`config.mk`:
```
export PLATFORM = sky130hd
export DESIGN_NAME = sac_conv_ctrl
export DESIGN_NICKNAME = d
export VERILOG_FILES = /design/src/sac_pkg.sv /design/src/sac_conv_ctrl.sv
export SDC_FILE = /design/constraint.sdc
export NUM_CORES = 1
export LEC_CHECK = 0
export ABC_AREA = 0
export BUFFER_PORTS_ARGS = -buffer_cell sky130_fd_sc_hd__buf_2
export CAP_MARGIN = 40
export CORE_UTILIZATION = 30
export DETAILED_ROUTE_END_ITERATION = 6
export GPL_ROUTABILITY_DRIVEN = 1
export PLACE_DENSITY_LB_ADDON = 0.25
export SKIP_LAST_GASP = 1
export SYNTH_ARGS = -nofsm -noshare
export SYNTH_HDL_FRONTEND = slang
export SYNTH_SLANG_ARGS = --single-unit
```
`constraint.sdc`:
```
create_clock -name clk_sys -period 4.5 [get_ports clk_sys]
set_input_delay 0.45 -clock clk_sys [delete_from_list [all_inputs] [get_ports clk_sys]]
set_output_delay 0.45 -clock clk_sys [all_outputs]
set_load 0.02 [all_outputs]
```
`src/sac_pkg.sv`:
```
// constants shared by the secondary converter control block
package sac_pkg;
    // special function register addresses
    localparam logic [7:0] ADDR_PAIR_CFG = 8'hBA;
    localparam logic [7:0] ADDR_CHAN_SEL = 8'hBB;
    localparam logic [7:0] ADDR_CFG      = 8'hBC;
    localparam logic [7:0] ADDR_DATA     = 8'hBE;
    localparam logic [7:0] ADDR_CTRL     = 8'hE8;
    // reset values
    localparam logic [7:0] RST_PAIR_CFG  = 8'h00;
    localparam logic [7:0] RST_CHAN_SEL  = 8'h00;
    localparam logic [7:0] RST_CFG       = 8'hF8;
    localparam logic [7:0] RST_CTRL      = 8'h00;
    localparam logic [7:0] RST_DATA      = 8'h00;
    // writable masks; unused bits read zero
    localparam logic [7:0] MASK_PAIR_CFG = 8'h0F;
    localparam logic [7:0] MASK_CHAN_SEL = 8'h07;
    localparam logic [7:0] MASK_CFG      = 8'hFB;
    // field positions
    localparam int CFG_DIV_LSB  = 3;
    localparam int CFG_GAIN_LSB = 0;
    localparam int CTRL_EN      = 7;
    localparam int CTRL_TM      = 6;
    localparam int CTRL_DONE    = 5;
    localparam int CTRL_BUSY    = 4;
    localparam int CTRL_CM_LSB  = 1;
    localparam int CTRL_WINT    = 0;
    // start source codes
    localparam logic [2:0] CM_SOFT   = 3'h0;
    localparam logic [2:0] CM_TMR3   = 3'h1;
    localparam logic [2:0] CM_STROBE = 3'h2;
    localparam logic [2:0] CM_TMR2   = 3'h3;
    // gain codes
    localparam logic [1:0] GAIN_HALF = 2'h0;
    localparam logic [1:0] GAIN_ONE  = 2'h1;
    localparam logic [1:0] GAIN_TWO  = 2'h2;
    localparam logic [1:0] GAIN_FOUR = 2'h3;
    // timing
    localparam int SYS_CLK_HZ     = 25000000;
    localparam int SAR_MAX_HZ     = 6000000;
    localparam int TRACK_SAR_CLKS = 3;
    localparam int SETTLE_NS      = 800;
    localparam int SETTLE_CYC     = (SETTLE_NS * (SYS_CLK_HZ / 1000000) + 999) / 1000;
    localparam int CONV_SAR_CLKS  = 8;
    typedef enum logic [1:0] {ST_IDLE, ST_TRACK, ST_CONV} sac_state_t;
endpackage

```
`src/sac_conv_ctrl.sv`:
```
// conversion control for the secondary 8-bit successive-approximation converter
// Summary of operation
// - eight analog inputs; channel address field picks the one measured
// - gain choices 0.5, 1, 2, 4; gain is 0.5 after reset
// - conversion clock is system clock divided; software keeps it at most 6 MHz
// - five start sources chosen by three-bit start source select
// - software source: writing one to busy bit starts; zero does nothing
// - timer 3 or timer 2 overflow starts a conversion when selected
// - external strobe source: rising strobe edge starts a conversion
// - shared source: primary converter busy write starts this converter too
// - busy bit reads one throughout a conversion, zero when finished
// - falling busy edge sets done flag and raises enabled interrupt
// - each finished conversion places its result in the data word
// - normal track mode tracks continuously except while converting
// - low-power mode: start gives three conversion clocks tracking, then conversion
// - low-power with strobe source: track while strobe low, convert on rise
// - tracking can be switched off while the chip is in standby or sleep
// - each pair bit makes even/odd pair differential when one
// - results two's complement for differential, unsigned for single-ended
// - address picks input per pair setup; either member selects the pair
// - unused upper bits of pair and channel registers read zero
// - start codes 000 soft, 001 timer 3, 010 strobe, 011 timer 2, 1xx primary
// - divisor is five bits; conversion clock is system clock over divisor plus one
// - gain code 00 0.5, 01 1, 10 2, 11 4
`timescale 1ns/1ns
module sac_conv_ctrl #(
    parameter int CONV_CLKS  = sac_pkg::CONV_SAR_CLKS,  // conversion clocks per result
    parameter int TRACK_CLKS = sac_pkg::TRACK_SAR_CLKS  // low-power tracking clocks
) (
    input  wire logic       clk_sys,       // system clock, 25 MHz
    input  wire logic       rst,           // asynchronous reset, active high
    input  wire logic [7:0] sfrAddr,       // register address
    input  wire logic       sfrWrEn,       // register write strobe
    input  wire logic [7:0] sfrWrData,     // register write data
    input  wire logic       timer3Ovf,     // timer 3 overflow pulse
    input  wire logic       timer2Ovf,     // timer 2 overflow pulse
    input  wire logic       extStrobePin,  // external convert strobe pin
    input  wire logic       primaryBusyWr, // one written to primary busy bit
    input  wire logic       standby,       // chip in standby or sleep
    input  wire logic       irqEnable,     // interrupt enable from the core
    input  wire logic [7:0] anaResult,     // raw offset-binary code from the array
    output logic      [7:0] sfrRdData,     // read data, one cycle after address
    output logic            convIrq,       // interrupt request level
    output logic            trackEn,       // track-and-hold in track
    output logic            convBusy,      // conversion in progress
    output logic            sarTick,       // one pulse per conversion clock
    output logic      [2:0] anaPos,        // channel address to the multiplexer
    output logic            anaDiff,       // selected input is a differential pair
    output logic      [1:0] anaGain,       // amplifier gain code
    output logic            anaEnable      // converter subsystem powered
);
    import sac_pkg::*;

    // an odd address inside a differential pair measures the same pair, so
    // only the upper two address bits pick the configuration bit
    // true when the selected address falls in a pair marked differential
    function automatic logic pairDiff(input logic [7:0] pc, input logic [2:0] ad);
        pairDiff = pc[ad[2:1]];
    endfunction

    logic [7:0] pairCfg_reg,  pairCfg_next;
    logic [7:0] chanSel_reg,  chanSel_next;
    logic [7:0] cfg_reg,      cfg_next;
    logic [7:0] ctrl_reg,     ctrl_next;
    logic [7:0] data_reg,     data_next;
    logic [7:0] rdData_reg,   rdData_next;
    logic       irq_reg,      irq_next;
    logic       diff_reg,     diff_next;
    logic [2:0] sync_reg;
    logic       stbLvl_reg,   stbLvl_next;
    logic [4:0] divCnt_reg,   divCnt_next;
    logic       tick_reg,     tick_next;
    logic [7:0] cnt_reg,      cnt_next;
    logic       track_reg,    track_next;
    logic       busy_reg,     busy_next;
    sac_state_t state_reg,    state_next;

    // helpers decoded from the current register contents
    logic [2:0] srcSel;
    logic [4:0] divisor;
    logic       enabled;
    logic       lowPower;
    logic       stbRise;
    logic       swStart;
    logic       startEv;
    logic       finish;
    logic       tickNow;

    assign srcSel   = ctrl_reg[CTRL_CM_LSB +: 3];
    assign divisor  = cfg_reg[CFG_DIV_LSB +: 5];
    assign enabled  = ctrl_reg[CTRL_EN];
    assign lowPower = ctrl_reg[CTRL_TM];
    assign tickNow  = (divCnt_reg >= divisor);

    // the pin may change at any moment, so the first stage can go metastable;
    // only the later stages feed the level filter, and a glitch shorter than
    // one clock never reaches the edge detector
    // strobe synchroniser; a level change counts once stages two and three agree
    always_ff @(posedge clk_sys or posedge rst) begin
        if (rst) begin
            sync_reg <= 3'h0;
        end else begin
            sync_reg <= {sync_reg[1:0], extStrobePin};
        end
    end

    always_comb begin
        stbLvl_next = stbLvl_reg;
        if (sync_reg[1] == sync_reg[2]) begin
            stbLvl_next = sync_reg[2];
        end
    end

    assign stbRise = stbLvl_next & ~stbLvl_reg;

    // the timers and the primary converter's start run on this clock and
    // arrive as one-cycle pulses, so they need no synchroniser
    // start event decode; a write of zero to busy never starts anything
    assign swStart = sfrWrEn && (sfrAddr == ADDR_CTRL)
                  && sfrWrData[CTRL_BUSY] && (srcSel == CM_SOFT);

    always_comb begin
        unique case (srcSel)
            CM_SOFT:   startEv = swStart;
            CM_TMR3:   startEv = timer3Ovf;
            CM_STROBE: startEv = stbRise;
            CM_TMR2:   startEv = timer2Ovf;
            default:   startEv = primaryBusyWr;
        endcase
    end

    // limitation: the divider is not restarted by a start event, so the first
    // counted conversion clock of a sequence may be short; realigning it
    // would cost a reload path for little gain
    // conversion clock divider: free running, wraps at the divisor
    always_comb begin
        divCnt_next = tickNow ? 5'h00 : divCnt_reg + 5'h01;
        tick_next   = tickNow;
    end

    // the counter is shared by the tracking and converting phases; it is
    // cleared on entry to each so that both phases count from zero
    // sequencer: track, convert, finish
    always_comb begin
        state_next = state_reg;
        cnt_next   = cnt_reg;
        finish     = 1'b0;
        unique case (state_reg)
            ST_IDLE: begin
                // starts while busy never reach here, so they are dropped
                if (startEv && enabled) begin
                    cnt_next = 8'h00;
                    if (lowPower && srcSel != CM_STROBE) begin
                        state_next = ST_TRACK;
                    end else begin
                        // with the strobe in low-power mode its low phase was
                        // the tracking period, so a rise converts at once
                        state_next = ST_CONV;
                    end
                end
            end
            ST_TRACK: begin
                if (tickNow) begin
                    cnt_next = cnt_reg + 8'h01;
                    if (cnt_reg == 8'(TRACK_CLKS - 1)) begin
                        cnt_next   = 8'h00;
                        state_next = ST_CONV;
                    end
                end
            end
            ST_CONV: begin
                if (tickNow) begin
                    cnt_next = cnt_reg + 8'h01;
                    if (cnt_reg == 8'(CONV_CLKS - 1)) begin
                        finish     = 1'b1;
                        state_next = ST_IDLE;
                    end
                end
            end
        endcase
        // disabling the converter abandons a conversion, but one whose last clock falls in the first disabled cycle still stores its result
        if (!enabled) begin
            state_next = ST_IDLE;
        end
    end

    // busy is registered from the next state so that it rises in the cycle
    // the sequencer leaves idle, matching the read-back busy bit
    // track-and-hold steering
    always_comb begin
        busy_next = (state_next != ST_IDLE);
        if (!enabled || standby) begin
            track_next = 1'b0;
        end else if (!lowPower) begin
            track_next = (state_next == ST_IDLE);
        end else if (srcSel == CM_STROBE) begin
            track_next = (state_next == ST_IDLE) && !stbLvl_next;
        end else begin
            track_next = (state_next == ST_TRACK);
        end
    end

    // the busy bit is never stored: a write of one is only a start request,
    // and reads take the bit from the sequencer instead
    // the window flag, bit zero, is plain storage here because the window
    // comparator lives outside this block
    // register file writes; hardware set of the done flag wins over a clear
    always_comb begin
        pairCfg_next = pairCfg_reg;
        chanSel_next = chanSel_reg;
        cfg_next     = cfg_reg;
        ctrl_next    = ctrl_reg;
        data_next    = data_reg;
        if (sfrWrEn) begin
            unique case (sfrAddr)
                ADDR_PAIR_CFG: pairCfg_next = sfrWrData & MASK_PAIR_CFG;
                ADDR_CHAN_SEL: chanSel_next = sfrWrData & MASK_CHAN_SEL;
                ADDR_CFG:      cfg_next = sfrWrData & MASK_CFG;
                ADDR_CTRL:     ctrl_next = sfrWrData & ~(8'h01 << CTRL_BUSY);
                default:       ;
            endcase
        end
        if (finish) begin
            // differential codes flip the top bit to give two's complement
            data_next = anaResult ^ {diff_reg, 7'h00};
            ctrl_next[CTRL_DONE] = 1'b1;
        end
        diff_next = pairDiff(pairCfg_next, chanSel_next[2:0]);
        irq_next  = ctrl_next[CTRL_DONE] && irqEnable;
    end

    // reads have no side effects, so the core may poll the control register
    // as often as it likes while waiting for the done flag
    // read port: data lands one cycle after the address
    always_comb begin
        unique case (sfrAddr)
            ADDR_PAIR_CFG: rdData_next = pairCfg_reg;
            ADDR_CHAN_SEL: rdData_next = chanSel_reg;
            ADDR_CFG:      rdData_next = cfg_reg;
            ADDR_DATA:     rdData_next = data_reg;
            ADDR_CTRL: begin
                rdData_next = ctrl_reg;
                rdData_next[CTRL_BUSY] = (state_reg != ST_IDLE);
            end
            default:       rdData_next = 8'h00;
        endcase
    end

    // all state registers except the strobe synchroniser
    always_ff @(posedge clk_sys or posedge rst) begin
        if (rst) begin
            pairCfg_reg <= RST_PAIR_CFG;
            chanSel_reg <= RST_CHAN_SEL;
            cfg_reg     <= RST_CFG;
            ctrl_reg    <= RST_CTRL;
            data_reg    <= RST_DATA;
            rdData_reg  <= 8'h00;
            irq_reg     <= 1'b0;
            diff_reg    <= 1'b0;
            stbLvl_reg  <= 1'b0;
            divCnt_reg  <= 5'h00;
            tick_reg    <= 1'b0;
            cnt_reg     <= 8'h00;
            track_reg   <= 1'b0;
            busy_reg    <= 1'b0;
            state_reg   <= ST_IDLE;
        end else begin
            pairCfg_reg <= pairCfg_next;
            chanSel_reg <= chanSel_next;
            cfg_reg     <= cfg_next;
            ctrl_reg    <= ctrl_next;
            data_reg    <= data_next;
            rdData_reg  <= rdData_next;
            irq_reg     <= irq_next;
            diff_reg    <= diff_next;
            stbLvl_reg  <= stbLvl_next;
            divCnt_reg  <= divCnt_next;
            tick_reg    <= tick_next;
            cnt_reg     <= cnt_next;
            track_reg   <= track_next;
            busy_reg    <= busy_next;
            state_reg   <= state_next;
        end
    end

    // busy has its own flop rather than a decode of the state, so the
    // analog side sees no glitch while the state changes
    // outputs straight from flip-flops
    assign sfrRdData = rdData_reg;
    assign convIrq   = irq_reg;
    assign trackEn   = track_reg;
    assign convBusy  = busy_reg;
    assign sarTick   = tick_reg;
    assign anaPos    = chanSel_reg[2:0];
    assign anaDiff   = diff_reg;
    assign anaGain   = cfg_reg[CFG_GAIN_LSB +: 2];
    assign anaEnable = ctrl_reg[CTRL_EN];
endmodule

```
# After elaboration in Yosys (flattened, before gate mapping)

Cells that the tools add are included.

Mux-type cells: 32
Add/subtract/negate cells: 2
Shift-type cells: 0
Bitwise operators: 3
Equal/unequal tests: 18
Reductions and logical operators: 19
Order comparisons: 2
$mul: 0
Div/mod/pow operators: 0

Operators by type and width:

| operator                                                   | count |
|---|---|
| equality test 8 bit, second input constant                 | 5 |
| one-hot mux 8 bit (5 select lines)                         | 1 |
| 2-to-1 mux 8 bit                                           | 4 |
| one-hot mux 8 bit (3 select lines)                         | 1 |
| 2-to-1 mux 2 bit                                           | 7 |
| 2-to-1 mux 6 bit                                           | 2 |
| 2-to-1 mux 1 bit                                           | 9 |
| adder 8 x 1 -> 8 bit, second input constant                | 1 |
| equality test 8 x 2 -> 1 bit, second input constant        | 1 |
| equality test 8 x 3 -> 1 bit, second input constant        | 1 |
| 2-to-1 mux 4 bit                                           | 2 |
| XOR 8 bit                                                  | 1 |
| logical AND 1 bit                                          | 7 |
| equality test 3 x 2 -> 1 bit, second input constant        | 2 |
| 2-to-1 mux 3 bit                                           | 2 |
| inequality test 2 bit, second input constant               | 3 |
| one-hot mux 2 bit (3 select lines)                         | 1 |
| AND reduction 2 bit                                        | 3 |
| adder 5 x 1 -> 5 bit, second input constant                | 1 |
| greater-or-equal comparator 5 bit                          | 1 |
| 2-to-1 mux 5 bit                                           | 1 |
| equality test 2 x 1 -> 1 bit, second input constant        | 2 |
| logical NOT 2 bit                                          | 2 |
| less-than comparator 2 x 4 -> 1 bit, second input constant | 1 |
| other kinds (13)                                           | 15 |

RAM bits: 0
Latch bits: 0
Output and inout bits: 19
Memories: 0
Flip-flop bits (word level): 61
ROM bits: 0
Input port bits: 33
Word-level logic and storage cells: 94

# Logic depth before layout (Yosys ltp)

Depth in word-level cells: 14
Depth in mapped cells: 10
Mapped depth without buffers: 9

# Worst setup path after synthesis

Ideal clock, no wire load.

Kind: reg2reg
Start: reg cfg_reg[3]
End: reg cnt_reg[2]
Clock period less this slack: 2.312 ns
Buffers on the path: 1
Data required time: 4.371 ns
Cell stages (with the launch flop): 10
Slack: 2.188 ns
Library setup time: 0.129 ns
Arrival: 2.183 ns
Cells stage by stage: dfstp_2 ha_1 nand2b_1 a2111o_1 a21oi_1 inv_1 o2bb2ai_4 or2_1 buf_6 o21ai_0

Longest elaborated chain between the ends: 3
Elaborated cells between the ends (all ways): 4
Classes of those cells: order compare (1); eq/ne (2); reduce/logical (1)

Ends and longest elaborated chain:

| what                                   | RTL line             | source |
|---|---|---|
| start: declaration                     | sac_conv_ctrl.sv:63  | `logic [7:0] cfg_reg, cfg_next;` |
| start signal: assignment               | sac_conv_ctrl.sv:270 | `cfg_reg <= cfg_next;` |
| greater-or-equal comparator 5 bit *    | sac_conv_ctrl.sv:93  | `assign tickNow = (divCnt_reg >= divisor);` |
| named net tickNow                      | sac_conv_ctrl.sv:87  | `logic tickNow;` |
| inequality test 2 bit (no source line) | -                    |  |
| AND reduction 3 bit (no source line) * | -                    |  |
| end signal: assignment                 | sac_conv_ctrl.sv:279 | `cnt_reg <= cnt_next;` |
| end: declaration                       | sac_conv_ctrl.sv:73  | `logic [7:0] cnt_reg, cnt_next;` |

Mark *: on every way through the listed nets, which the timed path passes. The rest lies on a longest branch.
A chain may end at the register's enable or synchronous reset.

# Final worst setup path

Start: reg cfg_reg[3]
End: reg cnt_reg[4]

The elaborated chain is that of the path after synthesis.

==> flow_metrics.env <==
export IMPL_r2r_setup_slack_ns=1.81
export IMPL_place_ws_ns=1.80
export IMPL_peakVddDrop_mv=0.149
export IMPL_reg2reg_to="cnt_reg[4]$_DFFE_PP0P_"
export IMPL_drtIter0Drc=66
export IMPL_cts_setup_buffers=0
export IMPL_ys_types=55
export IMPL_routedWlPerCell_um=15.0
export IMPL_final_cell_count_no_fill=468
export IMPL_n_antenna_cell=0
export IMPL_wirelength_um=7000
export IMPL_fp_dieW_um=103
export IMPL_clock_sinks=61
export IMPL_synth_area_top_cells="dfrtp_1 46%, mux2_2 11%, ha_1 4.5%"
export IMPL_cts_root_buf="clkbuf_8"
export IMPL_rr_worst_depth=8
export IMPL_critPathArrivalTime_ns=2.91
export IMPL_hold_viol_final=0
export IMPL_synth_yosys_warnings=0
export IMPL_areaGrowthSynthToFinish_pct=21.3
export IMPL_powerDensity_mw_per_mm2=336
export IMPL_setup_viol=0
export IMPL_syn_area_mm2=0.00307
export IMPL_cp_slowest_cell="dfstp_2"
export IMPL_timing_rr_start="cfg_reg[3]$_DFFE_PP1P_"
export IMPL_relSlewSlack_pct=61.4
export IMPL_synth_fp_nets=311
export IMPL_htree_levels=3
export IMPL_clock_latency_ns=0.35
export IMPL_final_nets=374
export IMPL_status="finished clean"
export IMPL_synthTopCellsByCount="56 x dfrtp_1, 31 x mux2_2, 25 x nand2_1, 16 x inv_1, 15 x nor2_1"
export IMPL_row_count=36
export IMPL_fin_crit_ns=2.69
export IMPL_leakage_nw=1.83
export IMPL_yosys_area_top_type_share_pct=45.7
export IMPL_period_share_pct=59.7
export IMPL_grt_start_max_net_pins=42
export IMPL_placed_area_mm2=0.00349
export IMPL_n_fill_cell=1069
export IMPL_cts_resized=0
export IMPL_first_global_vias=2308
export IMPL_setup_slack_ns=1.81
export IMPL_cp_start_kind="register"
export IMPL_avgViaCountPerCell=4.71
export IMPL_final_layout_size_suffix_gt1_share_pct=34.9
export IMPL_gp_congestion=0.794
export IMPL_drv_cap=0
export IMPL_synth_most_common_cell="dfrtp_1"
export IMPL_yosys_register_bits=61
export IMPL_clk_path_buf_depth=2
export IMPL_ys_async_sr_fraction_pct=100
export IMPL_setup_tns_final_ns=0
export IMPL_postSynthCellCount=267
export IMPL_start_util_pct=31.2
export IMPL_num_vias=2206
export IMPL_hold_path_class="in2async"
export IMPL_cts_tree="yes"
export IMPL_dieArea_mm2=0.0106
export IMPL_ant_nets=0
export IMPL_cts_hold_buf=0
export IMPL_max_freq_mhz=372
export IMPL_crit_type="reg2reg"
export IMPL_end_kind="register"
export IMPL_dp_cells=452
export IMPL_hpwl_um=5230
export IMPL_track_usage_pct=15.0
export IMPL_crit_fanout=10
export IMPL_cp_slowest_stage_delay_ns=0.54
export IMPL_slew_violations=0
export IMPL_grt_pass1_wl_um=11600
export IMPL_worstMarginPinSlew_ns=0.575
export IMPL_final_area_mm2=0.00372
export IMPL_yosys_most_used_dff="dfrtp_1"
export IMPL_crit_required_ns=4.72
export IMPL_synth_top_area_cell="dfrtp_1"
export IMPL_synth_edf_count=0
export IMPL_antenna_found_initial=1
export IMPL_coreArea_mm2=0.00982
export IMPL_portBuffers=51
export IMPL_crit_chain="ha_1 -> nand2b_1 -> a2111o_1 -> a21oi_1 -> inv_1 -> o2bb2ai_4 -> or2_1 -> o21ai_0"
export IMPL_path_clk_slew_ns=0.07
export IMPL_seq_area_frac_synth_pct=50.0
export IMPL_cts_buffers=9
export IMPL_drc=0
export IMPL_drt_pass1_iter_count=4
export IMPL_rsz0062_at_grt="no"
export IMPL_io_pin_count=52
export IMPL_die_h_um=103
export IMPL_grt_ovfl_total=0
export IMPL_skew_ns=0.0101
export IMPL_syn_avg_cell_area_um2=11.5
[logic make-up (layout without fill, tap and decap cells)]
family	Yosys count	count (layout)	synth area share, %
and+or+nand+nor	89	89	16.0
DFF	61	61	50.0
AOI/OAI and AO/OA	44	44	11.8
muxes	37	37	13.3
buffers and inverters	20	88	2.94
adders and majority gates	12	12	4.82
xor gates and xnor gates	4	4	1.14
[where the power goes]
part           leakage (nW)  switching (mW)  internal (mW)  total [mW]
Combinational         0.899          0.0635         0.0432       0.107
Clock                 0.110           0.216          0.343       0.558
Sequential            0.817          0.0156          0.570       0.585
[through the flow]
step	hold WS, ns	power, mW	util, %
2_1_floorplan	0.331	0.658	-
5_1_grt	0.143	1.30	37.9
3_3_place_gp	0.332	0.703	35.4
6_report	0.110	1.25	37.9
3_5_place_dp	0.340	0.704	35.6
4_1_cts	0.121	1.27	37.9
[worst max-delay path by stage]
| stage | startpoint | end | slack, ns | depth (start not counted) |
|---|---|---|---|---|
| floorplan | cfg_reg[3]$_DFFE_PP1P_ | cnt_reg[2]$_DFFE_PP0P_ | 2.19 | 9 |
| global placement | cfg_reg[7]$_DFFE_PP1P_ | data_reg[0]$_DFFE_PP0P_ | 1.78 | 7 |
| detailed placement | cfg_reg[3]$_DFFE_PP1P_ | cnt_reg[4]$_DFFE_PP0P_ | 1.80 | 8 |
| CTS | cfg_reg[3]$_DFFE_PP1P_ | cnt_reg[4]$_DFFE_PP0P_ | 1.80 | 8 |
| global route | cfg_reg[3]$_DFFE_PP1P_ | cnt_reg[5]$_DFFE_PP0P_ | 1.56 | 8 |
| finish | cfg_reg[3]$_DFFE_PP1P_ | cnt_reg[4]$_DFFE_PP0P_ | 1.81 | 8 |
[critical path: cells and delay by family, from the launching register on]
family	cells	cell delay (ns)
and+or+nand+nor	2	0.50
adders and majority gates	1	0.22
buffers and inverters	1	0.20
AOI/OAI and AO/OA	4	1.10
DFF	1	0.54
[cells in the final DEF, fill, tap and decap left out, types with 5 or more instances in the layout]
cell and n:
nand3_1 8, dfstp_2 5, nand2b_1 6, clkbuf_8 11, dfrtp_1 56, buf_2 52, nor2_1 15, nor3_1 5
o21ai_0 12, nand2_1 25, a22oi_1 7, inv_1 15, ha_1 11, mux2i_1 6, mux2_2 31
[metal layers]
metal  routed length (um)  up-vias  GRT usage, %
li1                     -     1089             -
met1                 3340     1066          19.3
met2                 3280       32          23.5
met3                  228       17          3.73
met4                  134        2          7.48
met5                   13        -             0
[final cells by class]
type / instances / area (um^2) / area share (%)
flip-flops and latches: 61 / 1530 / 41.2
multi-input cells: 186 / 1440 / 38.8
repair buffers: 56 / 290 / 7.81
well taps: 133 / 166 / 4.48
clock buffers: 13 / 159 / 4.27
clock inverters: 3 / 67.6 / 1.82
inverters: 16 / 60.1 / 1.62
Note: power is estimated with default switching activity, not from simulation.
